**config.mk**
```make
export PLATFORM = sky130hd
export DESIGN_NAME = start_torque_bias_selector
export DESIGN_NICKNAME = d
export VERILOG_FILES = /design/src/design/torque_bias_pkg.sv /design/src/design/start_torque_bias_selector.sv
export VERILOG_INCLUDE_DIRS = /design/src /design/src/design
export SDC_FILE = /design/constraint.sdc
export NUM_CORES = 2
export LEC_CHECK = 0
export CORE_UTILIZATION = 67
export DETAILED_ROUTE_END_ITERATION = 6
export DONT_BUFFER_PORTS = 1
export PLACE_DENSITY = 0.84
export REMOVE_ABC_BUFFERS = 1
export SKIP_LAST_GASP = 1
export SLEW_MARGIN = 15
export SYNTH_ARGS = -nofsm -noshare
export SYNTH_HDL_FRONTEND = slang
export SYNTH_SLANG_ARGS = --single-unit
export TNS_END_PERCENT = 5
```
**constraint.sdc**
```tcl
create_clock -name core_clk -period 28.8 [get_ports core_clk]
set_input_delay 4.32 -clock core_clk [delete_from_list [all_inputs] [get_ports core_clk]]
set_output_delay 4.32 -clock core_clk [all_outputs]
set_load 0.02 [all_outputs]
```
**src/design/torque_bias_defines.svh**
```systemverilog
// How it works
// - Selector 9999: no bias, rated torque 100%
// - Selector 0: stored settings chosen by contacts
// - Selector 1/2: analog bias, reverse/forward lift
// - Selector 3: auto-set calibration and balance voltage
// - Setting 600-999 means -400% to -1%
// - Setting 1000-1400 means 0% to 400%
// - Setting 9999 means no bias
// - Contacts: off/off 0%, A one, B two, both three
// - Rise filter 0-5 s first order; 9999 is 0
// - Hold bias alone for hold time; 9999 is 0
// - Balanced-load voltage 0-10 V; 9999 is 0 V
// - Fall bias point 0-400%; 9999 uses rise point
// - Fall gain point 0-400%; 9999 uses rise point
// - Function 6 makes terminal a torque command
// - Override main speed from terminal gives 0 Hz
// - Without pre-excitation bias starts with start signal
`ifndef TORQUE_BIAS_DEFINES_SVH
`define TORQUE_BIAS_DEFINES_SVH

// ----------------------------------------
// Register byte offsets
// ----------------------------------------
`define OFF_SOURCE 8'h00
`define OFF_BIAS_ONE 8'h04
`define OFF_BIAS_TWO 8'h08
`define OFF_BIAS_THREE 8'h0C
`define OFF_RISE_FILTER 8'h10
`define OFF_HOLD_TIME 8'h14
`define OFF_BALANCE 8'h18
`define OFF_FALL_BIAS 8'h1C
`define OFF_FALL_GAIN 8'h20
`define OFF_RISE_BIAS_CAL 8'h24
`define OFF_RISE_GAIN_CAL 8'h28
`define OFF_TERM_FUNC 8'h2C
`define OFF_INPUT_SEL 8'h30
`define OFF_STATUS 8'h34

// ----------------------------------------
// Values and reset values
// ----------------------------------------
`define UNSET 16'h270F
`define SEL_CONTACT 16'h0000
`define SEL_AN_REV 16'h0001
`define SEL_AN_FWD 16'h0002
`define SEL_AUTO 16'h0003
`define BIAS_MIN 16'h0258
`define BIAS_MAX 16'h0578
`define BIAS_ZERO 16'h03E8
`define TERM_TORQUE 16'h0006
`define RISE_BIAS_RST 16'h0000
`define RISE_GAIN_RST 16'h0064
`define AUTO_BIAS_PCT 16'h0000
`define AUTO_GAIN_PCT 16'h0064
`define TERM_FUNC_RST 16'h0000
`define FILTER_MAX_MS 16'h1388
`define ANALOG_FULL 16'h03E8
`define RECIP_SHIFT 20
`define RECIP_FULL 40'h0000000419

// ----------------------------------------
// Timing
// ----------------------------------------
`define CLK_MHZ 100
`define TICK_US 10
`define TICK_CYCLES (`TICK_US * `CLK_MHZ)
`define TICKS_PER_MS (1000 / `TICK_US)

`endif

```
**src/design/torque_bias_pkg.sv**
```systemverilog
package torque_bias_pkg;

    typedef enum logic [1:0] {
        ST_IDLE = 2'b00,
        ST_WAIT_EXCITE = 2'b01,
        ST_HOLD = 2'b10,
        ST_DONE = 2'b11
    } bias_state_e;

    typedef enum logic [2:0] {
        SRC_OFF = 3'b000,
        SRC_CONTACT = 3'b001,
        SRC_AN_REV = 3'b010,
        SRC_AN_FWD = 3'b011,
        SRC_AUTO = 3'b100
    } bias_src_e;

endpackage

```
**src/design/start_torque_bias_selector.sv**
```systemverilog
`include "torque_bias_defines.svh"
`timescale 1ns/1ps
`default_nettype none

module start_torque_bias_selector (
    input wire logic core_clk,
    input wire logic rstn,
    input wire logic [7:0] s_axi_awaddr,
    input wire logic s_axi_awvalid,
    output logic s_axi_awready,
    input wire logic [31:0] s_axi_wdata,
    input wire logic [3:0] s_axi_wstrb,
    input wire logic s_axi_wvalid,
    output logic s_axi_wready,
    output logic [1:0] s_axi_bresp,
    output logic s_axi_bvalid,
    input wire logic s_axi_bready,
    input wire logic [7:0] s_axi_araddr,
    input wire logic s_axi_arvalid,
    output logic s_axi_arready,
    output logic [31:0] s_axi_rdata,
    output logic [1:0] s_axi_rresp,
    output logic s_axi_rvalid,
    input wire logic s_axi_rready,
    input wire logic bias_select_in_a,
    input wire logic bias_select_in_b,
    input wire logic startIn,
    input wire logic preExciteIn,
    input wire logic runForward,
    input wire logic [9:0] analogLevel,
    input wire logic signed [12:0] torqueCmdIn,
    output logic signed [13:0] torqueRef,
    output logic biasActive,
    output logic ratedTorqueOnly,
    output logic auxFreqEnable,
    output logic mainSpeedZero
);

    // ----------------------------------------
    // Pin synchronisers
    // ----------------------------------------
    logic [3:0] pinMeta_q;
    logic [3:0] pinSync_q;
    logic [3:0] pinRaw;
    assign pinRaw = {preExciteIn, startIn, bias_select_in_b, bias_select_in_a};

    logic selA, selB, startLvl, preExcite, startPrev_q, startRise;
    assign {preExcite, startLvl, selB, selA} = pinSync_q;
    assign startRise = startLvl && !startPrev_q;
    always_ff @(posedge core_clk or negedge rstn) begin
        if (!rstn) begin
            pinMeta_q <= 4'h0;
            pinSync_q <= 4'h0;
            startPrev_q <= 1'b0;
        end else begin
            pinMeta_q <= pinRaw;
            pinSync_q <= pinMeta_q;
            startPrev_q <= startLvl;
        end
    end

    // ----------------------------------------
    // Register file
    // ----------------------------------------
    logic [15:0] source_q, biasOne_q, biasTwo_q, biasThree_q;
    logic [15:0] riseFilter_q, holdTime_q, balance_q;
    logic [15:0] fallBias_q, fallGain_q, riseBiasCal_q, riseGainCal_q;
    logic [15:0] termFunc_q;
    logic overrideMain_q, calDone_q;
    logic wrTake, rdTake, calCapture;
    logic [15:0] wrVal, wrMask;
    torque_bias_pkg::bias_state_e state_q;
    torque_bias_pkg::bias_src_e srcMode;
    logic signed [11:0] filt_q;
    // Both write channels are taken together; one response in flight
    assign s_axi_awready = s_axi_awvalid && s_axi_wvalid && !s_axi_bvalid;
    assign s_axi_wready = s_axi_awready;
    assign s_axi_arready = !s_axi_rvalid;
    assign wrTake = s_axi_awready;
    assign rdTake = s_axi_arvalid && s_axi_arready;
    assign wrMask = {{8{s_axi_wstrb[1]}}, {8{s_axi_wstrb[0]}}};
    assign wrVal = s_axi_wdata[15:0] & wrMask;
    function automatic logic [15:0] merge(input logic [15:0] old);
        return (old & ~wrMask) | wrVal;
    endfunction
    function automatic logic mapped(input logic [7:0] a);
        return (a[1:0] == 2'b00) && (a <= `OFF_STATUS);
    endfunction

    always_ff @(posedge core_clk or negedge rstn) begin
        if (!rstn) begin
            {source_q, biasOne_q, biasTwo_q, biasThree_q, riseFilter_q,
             holdTime_q, balance_q, fallBias_q, fallGain_q} <= {9{`UNSET}};
            riseBiasCal_q <= `RISE_BIAS_RST;
            riseGainCal_q <= `RISE_GAIN_RST;
            termFunc_q <= `TERM_FUNC_RST;
            overrideMain_q <= 1'b0;
        end else begin
            if (wrTake) begin
                unique case (s_axi_awaddr)
                    `OFF_SOURCE: source_q <= merge(source_q);
                    `OFF_BIAS_ONE: biasOne_q <= merge(biasOne_q);
                    `OFF_BIAS_TWO: biasTwo_q <= merge(biasTwo_q);
                    `OFF_BIAS_THREE: biasThree_q <= merge(biasThree_q);
                    `OFF_RISE_FILTER: riseFilter_q <= merge(riseFilter_q);
                    `OFF_HOLD_TIME: holdTime_q <= merge(holdTime_q);
                    `OFF_BALANCE: balance_q <= merge(balance_q);
                    `OFF_FALL_BIAS: fallBias_q <= merge(fallBias_q);
                    `OFF_FALL_GAIN: fallGain_q <= merge(fallGain_q);
                    `OFF_RISE_BIAS_CAL: riseBiasCal_q <= merge(riseBiasCal_q);
                    `OFF_RISE_GAIN_CAL: riseGainCal_q <= merge(riseGainCal_q);
                    `OFF_TERM_FUNC: termFunc_q <= merge(termFunc_q);
                    `OFF_INPUT_SEL: begin
                        if (s_axi_wstrb[0]) begin
                            overrideMain_q <= s_axi_wdata[0];
                        end
                    end
                    default: ;
                endcase
            end
            // Load captured at start sets the calibration; wins over bus
            if (calCapture) begin
                balance_q <= {6'h00, analogLevel};
                riseBiasCal_q <= `AUTO_BIAS_PCT;
                riseGainCal_q <= `AUTO_GAIN_PCT;
            end
        end
    end

    // Done flag: set by calibration, cleared by a selector write; set wins
    always_ff @(posedge core_clk or negedge rstn) begin
        if (!rstn) begin
            calDone_q <= 1'b0;
        end else if (calCapture) begin
            calDone_q <= 1'b1;
        end else if (wrTake && s_axi_awaddr == `OFF_SOURCE) begin
            calDone_q <= 1'b0;
        end
    end

    always_ff @(posedge core_clk or negedge rstn) begin
        if (!rstn) begin
            s_axi_bvalid <= 1'b0;
            s_axi_bresp <= 2'b00;
        end else if (wrTake) begin
            s_axi_bvalid <= 1'b1;
            s_axi_bresp <= (mapped(s_axi_awaddr) &&
                            s_axi_awaddr != `OFF_STATUS) ? 2'b00 : 2'b10;
        end else if (s_axi_bready) begin
            s_axi_bvalid <= 1'b0;
        end
    end

    always_ff @(posedge core_clk or negedge rstn) begin
        if (!rstn) begin
            s_axi_rvalid <= 1'b0;
            s_axi_rdata <= 32'h00000000;
            s_axi_rresp <= 2'b00;
        end else if (rdTake) begin
            s_axi_rvalid <= 1'b1;
            s_axi_rresp <= mapped(s_axi_araddr) ? 2'b00 : 2'b10;
            unique case (s_axi_araddr)
                `OFF_SOURCE: s_axi_rdata <= {16'h0000, source_q};
                `OFF_BIAS_ONE: s_axi_rdata <= {16'h0000, biasOne_q};
                `OFF_BIAS_TWO: s_axi_rdata <= {16'h0000, biasTwo_q};
                `OFF_BIAS_THREE: s_axi_rdata <= {16'h0000, biasThree_q};
                `OFF_RISE_FILTER: s_axi_rdata <= {16'h0000, riseFilter_q};
                `OFF_HOLD_TIME: s_axi_rdata <= {16'h0000, holdTime_q};
                `OFF_BALANCE: s_axi_rdata <= {16'h0000, balance_q};
                `OFF_FALL_BIAS: s_axi_rdata <= {16'h0000, fallBias_q};
                `OFF_FALL_GAIN: s_axi_rdata <= {16'h0000, fallGain_q};
                `OFF_RISE_BIAS_CAL: s_axi_rdata <= {16'h0000, riseBiasCal_q};
                `OFF_RISE_GAIN_CAL: s_axi_rdata <= {16'h0000, riseGainCal_q};
                `OFF_TERM_FUNC: s_axi_rdata <= {16'h0000, termFunc_q};
                `OFF_INPUT_SEL: s_axi_rdata <= {31'h00000000, overrideMain_q};
                `OFF_STATUS: s_axi_rdata <= {17'h00000, calDone_q, state_q,
                                             filt_q};
                default: s_axi_rdata <= 32'h00000000;
            endcase
        end else if (s_axi_rready) begin
            s_axi_rvalid <= 1'b0;
        end
    end

    // ----------------------------------------
    // Bias target
    // ----------------------------------------
    always_comb begin
        unique case (source_q)
            `SEL_CONTACT: srcMode = torque_bias_pkg::SRC_CONTACT;
            `SEL_AN_REV: srcMode = torque_bias_pkg::SRC_AN_REV;
            `SEL_AN_FWD: srcMode = torque_bias_pkg::SRC_AN_FWD;
            `SEL_AUTO: srcMode = torque_bias_pkg::SRC_AUTO;
            default: srcMode = torque_bias_pkg::SRC_OFF;
        endcase
    end

    // Out-of-range codes are treated like the unset value
    function automatic logic signed [11:0] storedPct(input logic [15:0] v);
        logic signed [16:0] d;
        d = $signed({1'b0, v}) - $signed({1'b0, `BIAS_ZERO});
        if (v >= `BIAS_MIN && v <= `BIAS_MAX) begin
            return d[11:0];
        end
        return 12'sh000;
    endfunction

    logic signed [11:0] contactPct, analogPct, targetPct;
    always_comb begin
        unique case ({selB, selA})
            2'b00: contactPct = 12'sh000;
            2'b01: contactPct = storedPct(biasOne_q);
            2'b10: contactPct = storedPct(biasTwo_q);
            default: contactPct = storedPct(biasThree_q);
        endcase
    end

    // Scaled reciprocal instead of a divide: may be off by one percent
    logic lowering;
    logic [15:0] ptBias, ptGain, balEff;
    logic signed [39:0] span, level, prod;
    always_comb begin
        lowering = (srcMode == torque_bias_pkg::SRC_AN_REV) ? runForward
                   : !runForward;
        ptBias = (lowering && fallBias_q != `UNSET) ? fallBias_q
                                                    : riseBiasCal_q;
        ptGain = (lowering && fallGain_q != `UNSET) ? fallGain_q
                                                    : riseGainCal_q;
        balEff = (balance_q == `UNSET) ? 16'h0000 : balance_q;
        span = $signed({24'h000000, ptGain}) - $signed({24'h000000, ptBias});
        level = $signed({30'h00000000, analogLevel})
              - $signed({24'h000000, balEff});
        prod = (span * level * $signed(`RECIP_FULL)) >>> `RECIP_SHIFT;
        analogPct = 12'(prod + $signed({24'h000000, ptBias}));
    end

    always_comb begin
        unique case (srcMode)
            torque_bias_pkg::SRC_CONTACT: targetPct = contactPct;
            torque_bias_pkg::SRC_AN_REV,
            torque_bias_pkg::SRC_AN_FWD: targetPct = analogPct;
            default: targetPct = 12'sh000;
        endcase
    end

    // ----------------------------------------
    // Start sequence and hold timer
    // ----------------------------------------
    logic [9:0] tickCnt_q;
    logic tick, biasMode;
    logic [22:0] holdCnt_q, holdTicks;
    assign tick = (tickCnt_q == 10'(`TICK_CYCLES - 1));
    assign biasMode = (srcMode == torque_bias_pkg::SRC_CONTACT) ||
                      (srcMode == torque_bias_pkg::SRC_AN_REV) ||
                      (srcMode == torque_bias_pkg::SRC_AN_FWD);
    assign holdTicks = (holdTime_q == `UNSET) ? 23'h000000
                     : 23'(holdTime_q * `TICKS_PER_MS);
    assign calCapture = startRise && (srcMode == torque_bias_pkg::SRC_AUTO);

    always_ff @(posedge core_clk or negedge rstn) begin
        if (!rstn) begin
            tickCnt_q <= 10'h000;
        end else begin
            tickCnt_q <= tick ? 10'h000 : tickCnt_q + 10'h001;
        end
    end

    always_ff @(posedge core_clk or negedge rstn) begin
        if (!rstn) begin
            state_q <= torque_bias_pkg::ST_IDLE;
            holdCnt_q <= 23'h000000;
        end else begin
            unique case (state_q)
                torque_bias_pkg::ST_IDLE: begin
                    holdCnt_q <= 23'h000000;
                    if (startRise && biasMode) begin
                        state_q <= preExcite ? torque_bias_pkg::ST_WAIT_EXCITE
                            : torque_bias_pkg::ST_HOLD;
                    end
                end
                torque_bias_pkg::ST_WAIT_EXCITE: begin
                    if (!startLvl) begin
                        state_q <= torque_bias_pkg::ST_IDLE;
                    end else if (!preExcite) begin
                        state_q <= torque_bias_pkg::ST_HOLD;
                    end
                end
                torque_bias_pkg::ST_HOLD: begin
                    if (!startLvl) begin
                        state_q <= torque_bias_pkg::ST_IDLE;
                    end else if (holdCnt_q >= holdTicks) begin
                        state_q <= torque_bias_pkg::ST_DONE;
                    end else if (tick) begin
                        holdCnt_q <= holdCnt_q + 23'h000001;
                    end
                end
                torque_bias_pkg::ST_DONE: begin
                    if (!startLvl) begin
                        state_q <= torque_bias_pkg::ST_IDLE;
                    end
                end
            endcase
        end
    end

    // ----------------------------------------
    // Rise filter
    // ----------------------------------------
    // With a filter time set, slope capped at one percent per tick to keep the adder small
    logic [18:0] filtThr;
    logic signed [20:0] acc_q, accNext, thrS;
    logic [15:0] tauMs;
    assign tauMs = (riseFilter_q == `UNSET) ? 16'h0000
                 : (riseFilter_q > `FILTER_MAX_MS) ? `FILTER_MAX_MS
                 : riseFilter_q;
    assign filtThr = 19'(tauMs * `TICKS_PER_MS);
    assign thrS = $signed({2'b00, filtThr});
    assign accNext = acc_q + 21'(targetPct - filt_q);

    always_ff @(posedge core_clk or negedge rstn) begin
        if (!rstn) begin
            filt_q <= 12'sh000;
            acc_q <= 21'sh000000;
        end else if (state_q != torque_bias_pkg::ST_HOLD) begin
            filt_q <= 12'sh000;
            acc_q <= 21'sh000000;
        end else if (filtThr == 19'h00000) begin
            filt_q <= targetPct;
        end else if (tick) begin
            if (accNext >= thrS) begin
                filt_q <= filt_q + 12'sh001;
                acc_q <= accNext - thrS;
            end else if (accNext <= -thrS) begin
                filt_q <= filt_q - 12'sh001;
                acc_q <= accNext + thrS;
            end else begin
                acc_q <= accNext;
            end
        end
    end

    // ----------------------------------------
    // Torque path outputs
    // ----------------------------------------
    always_ff @(posedge core_clk or negedge rstn) begin
        if (!rstn) begin
            torqueRef <= 14'sh0000;
            biasActive <= 1'b0;
            ratedTorqueOnly <= 1'b1;
            auxFreqEnable <= 1'b1;
            mainSpeedZero <= 1'b0;
        end else begin
            torqueRef <= (state_q == torque_bias_pkg::ST_HOLD)
                       ? 14'(filt_q) : 14'(torqueCmdIn);
            biasActive <= (state_q == torque_bias_pkg::ST_HOLD);
            ratedTorqueOnly <= (srcMode == torque_bias_pkg::SRC_OFF);
            auxFreqEnable <= !((srcMode != torque_bias_pkg::SRC_OFF) &&
                               termFunc_q == `TERM_TORQUE);
            mainSpeedZero <= (srcMode != torque_bias_pkg::SRC_OFF) &&
                             termFunc_q == `TERM_TORQUE &&
                             overrideMain_q;
        end
    end

endmodule

`default_nettype wire

```
* After elaboration in Yosys (flattened, before gate mapping)
Index checks and enable logic that the tools add are counted.
** Storage, ports and cells
- Bits in registers :: 327
- Output and inout bits :: 59
- Word-level logic and storage cells :: 271
- Input bits :: 87
** Operators by class
- Bitwise operators :: 26
- Reduce and logical (&&, ||, !) cells :: 64
- $lt $le $gt $ge :: 12
- Equality and inequality tests :: 54
- Add/subtract/negate cells :: 15
- Muxes and demuxes :: 64
- Multipliers :: 4
** Operators by type and width (number)
- $mux 16 :: 14
- $pmux 16 s14 :: 1
- $and 16x16->16 :: 13
- $or 16x16->16 :: 12
- $mux 12 :: 11
- $mux 21 :: 5
- $mux 23 :: 4
- $eq 8x6->1 const B :: 11
- $eq 8x5->1 const B :: 8
- $eq 16x14->1 const B :: 3
- $ge 16x10->1 const B :: 3
- $le 16x11->1 const B :: 3
- $pmux 23 s2 :: 1
- $pmux 12 s3 :: 1
- $sub 12x10->12 const B :: 3
- $mul 17x17->34 :: 1
- $mul 34x12->32 const B :: 1
- $eq 16x2->1 const B :: 2
- $eq 8x4->1 const B :: 4
- $ne 16x14->1 const B :: 2
- $reduce_and 2->1 :: 14
- $pmux 12 s2 :: 1
- $add 23x1->23 const B :: 1
- $ge 23x23->1 :: 1
- other kinds (51) :: 119

* Depth between registers and ports, before layout
- Word-level depth :: 19
- Depth in mapped cells :: 106
- Gate-level depth less buffers :: 101

* Worst setup path before layout
OpenSTA, ideal clock, no wires.
- Kind :: input -> register
- Start :: in runForward
- End :: reg filt_q[11]
- Library setup time :: 0.096 ns
- Stages on the path :: 96
- Arrival :: 25.082 ns
- Data required time :: 28.704 ns
- Slack :: 3.623 ns
- Cells stage by stage :: xor2_1 buf_6 nand2_1 buf_1 mux2_2 ha_1 fa_1 o311ai_1 and4_1 o21ai_0 nor2b_1 xor2_1 nor2_1 fa_1 inv_1 fa_1 inv_1 fa_1 (+60 left out) clkbuf_1 clkbuf_1 ha_1 a21o_1 a21oi_1 o21bai_1 a21oi_1 o21bai_1 a21oi_1 o21bai_1 a21oi_1 o21bai_1 a21oi_1 o211ai_1 o21ai_0 nand3_1 nor3b_1 a311oi_2
** On the way
- Cells in the longest elaborated chain, start to end :: 16
- Elaborated cells on any way between the ends :: 21
- Classes of those cells :: add/sub: 4; mul: 2; order compare: 2; mux: 8; reduce/logical: 5
** RTL lines
- start, declared :: RTL line start_torque_bias_selector.sv:29 : input wire logic runForward,
- $logic_not 1->1 :: RTL line start_torque_bias_selector.sv:224 : : !runForward;
- $mux 1 (*) :: RTL line start_torque_bias_selector.sv:223 : lowering = (srcMode == torque_bias_pkg::SRC_AN_REV) ? runForward
- $logic_and 1x1->1 (no line)
- $mux 16, on equally long branches :: RTL line start_torque_bias_selector.sv:227, start_torque_bias_selector.sv:225
- $sub 16x16->17 :: RTL line start_torque_bias_selector.sv:230 : span = $signed({24'h000000, ptGain}) - $signed({24'h000000, ptBias});
- $mul 17x17->34 :: RTL line start_torque_bias_selector.sv:233 : prod = (span * level * $signed(`RECIP_FULL)) >>> `RECIP_SHIFT;
- $mul 34x12->32 :: RTL line start_torque_bias_selector.sv:233
- $add 12x12->12 (*) :: RTL line start_torque_bias_selector.sv:234 : analogPct = 12'(prod + $signed({24'h000000, ptBias}));
- $pmux 12 s2 (*) :: RTL line start_torque_bias_selector.sv:238 : unique case (srcMode)
- $sub 12x12->13 :: RTL line start_torque_bias_selector.sv:318 : assign accNext = acc_q + 21'(targetPct - filt_q);
- $add 21x13->21 :: RTL line start_torque_bias_selector.sv:318
- $ge 21x20->1 :: RTL line start_torque_bias_selector.sv:330 : if (accNext >= thrS) begin
- $mux 12 :: RTL line start_torque_bias_selector.sv:330
- $mux 12 :: RTL line start_torque_bias_selector.sv:329 : end else if (tick) begin
- $mux 12 :: RTL line start_torque_bias_selector.sv:327 : end else if (filtThr == 19'h00000) begin
- $mux 12 :: RTL line start_torque_bias_selector.sv:324 : end else if (state_q != torque_bias_pkg::ST_HOLD) begin
- end signal, assigned :: RTL line start_torque_bias_selector.sv:328 : filt_q <= targetPct;
- end signal, assigned :: RTL line start_torque_bias_selector.sv:331 : filt_q <= filt_q + 12'sh001;
- end signal, assigned :: RTL line start_torque_bias_selector.sv:334 : filt_q <= filt_q - 12'sh001;
- end, declared :: RTL line start_torque_bias_selector.sv:74 : logic signed [11:0] filt_q;
Mark *: on every way between the ends. The rest lies on a longest branch, timed or not. The select of a mux whose other input is x is not followed.
A chain may end at the register's enable or synchronous reset.

* Worst setup path after layout
Ends and elaborated chain as after synthesis.

==> results.json <==
{
  "post_cts_buffers": 0,
  "synth_edf_count": 0,
  "synth-seq-cells": 308,
  "critPathCapture": "filt_q[11]$_DFFE_PN0P_",
  "yosysMostFrequentCell": "inv_1",
  "die_w_um": 242,
  "drt-vias-per-instance": 6.24,
  "layout-drive-gt1-share": 0.0840,
  "io_buffers": 0,
  "first_pass_iters": 6,
  "crit_fanout": 38,
  "drv_slew": 0,
  "die_height_um": 242,
  "ys_async_sr_fraction": 1.00,
  "timing.rr.end": "filt_q[11]$_DFFE_PN0P_",
  "yosys.area.top_type_share": 0.194,
  "clk_pin_slew_ns": 0.06,
  "drtIter0Drc": 3183,
  "cts_buffers": 29,
  "htree_levels": 1,
  "critPathRequiredTime_ns": 29.21,
  "hold_buffers": 0,
  "die_area_mm2": 0.0585,
  "final_hold_viol_count": 0,
  "post-route-drc-count": 0,
  "yosys-top-cells-area": "fa_1 19%, dfrtp_1 15%, ha_1 15%",
  "fin_crit_ns": 27.31,
  "startpoint": "runForward",
  "synth_common_cells": "727 x inv_1, 453 x ha_1, 386 x nand2_1, 377 x nor2_1, 374 x fa_1",
  "yosys.cell_types.count": 96,
  "cts_tree": "done",
  "outcome": "finished clean",
  "startpoint_type": "input port",
  "tns_ns": 0,
  "cp_slowest_cell": "fa_1",
  "syn_area_per_cell_um2": 8.98,
  "netlist_instances": 4292,
  "synth_top_cell_by_area": "fa_1",
  "maxCapViolations": 0,
  "hold_class": "register to register",
  "clockBufferDepth": 3,
  "drt-wirelength-per-cell_um": 21.0,
  "netlist_area_mm2": 0.0386,
  "crit_arrival_ns": 27.72,
  "grt_start_max_net_pins": 309,
  "slew_headroom": 0.139,
  "grt_overflow_total": 0,
  "critPathCaptureType": "register",
  "r2r_cells": 86,
  "multi_input_area_mm2": 0.0276,
  "fin_skew_ns": 0.0263,
  "cts-root-buf": "clkbuf_16",
  "grt_pass1_vias": 32200,
  "ant_nets": 0,
  "worstMarginPinSlew_ns": 1.28,
  "place_hpwl_mm": 84.1,
  "synth_flop_cell": "dfrtp_1",
  "ys_seq_area_frac": 0.202,
  "initial_core_util": 0.681,
  "flow.area_growth_from_synthesis_pct": 4.76,
  "setup_viol": 0,
  "regArea_mm2": 0.00780,
  "grt_pass1_wl_mm": 171,
  "ios": 146,
  "slowest_delay_ns": 0.60,
  "worstSetupPathType": "input port to register",
  "place_congestion": 1.05,
  "grt_antenna_before_repair": 0,
  "drt_wl_total_mm": 106,
  "grt_usage": 0.368,
  "fin_crit_sh": 0.948,
  "num-fill-cells": 4248,
  "num_vias": 31500,
  "cts.sinks": 308,
  "cts_resized": 0,
  "core_mm2": 0.0566,
  "yosysWarnings": 0,
  "nNetsFinal": 5177,
  "insertion_delay_ns": 0.60,
  "num_antenna_cells": 0,
  "r2r_slack_ns": 4.10,
  "max_freq_mhz": 36.6,
  "rsz0062_at_grt": "false",
  "rows": 87
}
-- metal layers --
metal | up-vias | global-route usage | wire length, µm
li1 | 14200 | - | -
met1 | 15300 | 0.470 | 40500
met2 | 1565 | 0.596 | 48700
met3 | 394 | 0.0610 | 9700
met4 | 0 | 0.209 | 6810
met5 | - | 0 | 0
-- layout make-up --
| cell class | count | area share |
|---|---|---|
| flip-flops and latches | 308 | 0.193 |
| well taps | 756 | 0.0234 |
| repair buffers | 49 | 0.00911 |
| inverters | 727 | 0.0676 |
| clock inverters | 12 | 0.00400 |
| clock buffers | 42 | 0.0204 |
| multi-input cells | 3148 | 0.682 |
-- cell usage in the layout (no fill, tap or decap), types with 24 or more instances in the layout --
| cell | synthesis | layout |
|---|---|---|
| a31oi_1 | 26 | 26 |
| o21ai_0 | 180 | 180 |
| a21o_1 | 67 | 67 |
| nand4_1 | 35 | 35 |
| nor3_1 | 45 | 43 |
| mux2i_1 | 71 | 71 |
| dfrtp_1 | 231 | 231 |
| fa_1 | 374 | 374 |
| dfstp_2 | 77 | 77 |
| nand2b_1 | 25 | 25 |
| a21oi_1 | 163 | 163 |
| inv_1 | 727 | 727 |
| o21bai_1 | 36 | 36 |
| a22oi_1 | 36 | 36 |
| clkbuf_16 | 0 | 29 |
| nand3_1 | 73 | 73 |
| o21a_1 | 29 | 29 |
| a222oi_1 | 24 | 24 |
| buf_4 | 20 | 49 |
| xor2_1 | 60 | 60 |
| ha_1 | 453 | 453 |
| nor4_1 | 24 | 24 |
| and3_1 | 27 | 27 |
| nor2_1 | 377 | 375 |
| nand2_1 | 386 | 386 |
| a221oi_1 | 32 | 32 |
| mux2_2 | 140 | 140 |
| nor2b_1 | 33 | 32 |
| xnor2_1 | 164 | 163 |
-- through the flow --
stage | worst slack, ns | std cells | cell area, µm² | hold WS, ns | utilization
floorplan | 3.47 | 4183 | 38100 | 0.331 | -
global placement | 1.69 | 4988 | 39400 | 0.337 | 0.696
detailed placement | 1.50 | 4988 | 39400 | 0.343 | 0.696
CTS | 1.92 | 5042 | 40400 | 0.351 | 0.713
global route | 0.345 | 5042 | 40400 | 0.357 | 0.714
finish | 1.49 | 5042 | 40400 | 0.349 | 0.714
-- how the worst min path moves through the flow --
| stage | start | end | slack, ns | depth (start not counted) |
|---|---|---|---|---|
| 2_1_floorplan | pinMeta_q[0]$_DFF_PN0_ | pinSync_q[0]$_DFF_PN0_ | 0.33 | 0 |
| 3_3_place_gp | pinMeta_q[1]$_DFF_PN0_ | pinSync_q[1]$_DFF_PN0_ | 0.34 | 0 |
| 3_5_place_dp | pinMeta_q[2]$_DFF_PN0_ | pinSync_q[2]$_DFF_PN0_ | 0.34 | 0 |
| 4_1_cts | pinMeta_q[1]$_DFF_PN0_ | pinSync_q[1]$_DFF_PN0_ | 0.35 | 0 |
| 5_1_grt | pinMeta_q[1]$_DFF_PN0_ | pinSync_q[1]$_DFF_PN0_ | 0.36 | 0 |
| 6_report | pinMeta_q[1]$_DFF_PN0_ | pinSync_q[1]$_DFF_PN0_ | 0.35 | 0 |
-- cells by family (layout without fill, tap and decap cells) --
family	count (synthesis)	after routing	share of synthesized area
adder cells (fa/ha/maj)	832	832	0.343
buffers and inverters	855	830	0.0854
XOR/XNOR	224	224	0.0509
AO/OA/AOI/OAI	737	737	0.127
other	2	21	0.000195
multiplexers	212	212	0.0596
flip-flops	308	308	0.202
AND/OR/NAND/NOR	1122	1122	0.132
-- critical path: cells and delay by family --
kind                     cells  cell delay (ns)
AND/OR/NAND/NOR             19             4.33
AO/OA/AOI/OAI               32             6.58
buffers and inverters        9             1.11
XOR/XNOR                     5             2.21
multiplexers                 1             0.51
adder cells (fa/ha/maj)     20             8.57
Power is not shown: default switching activity piles up to over one toggle a cycle in this logic, so the estimate is an artifact.
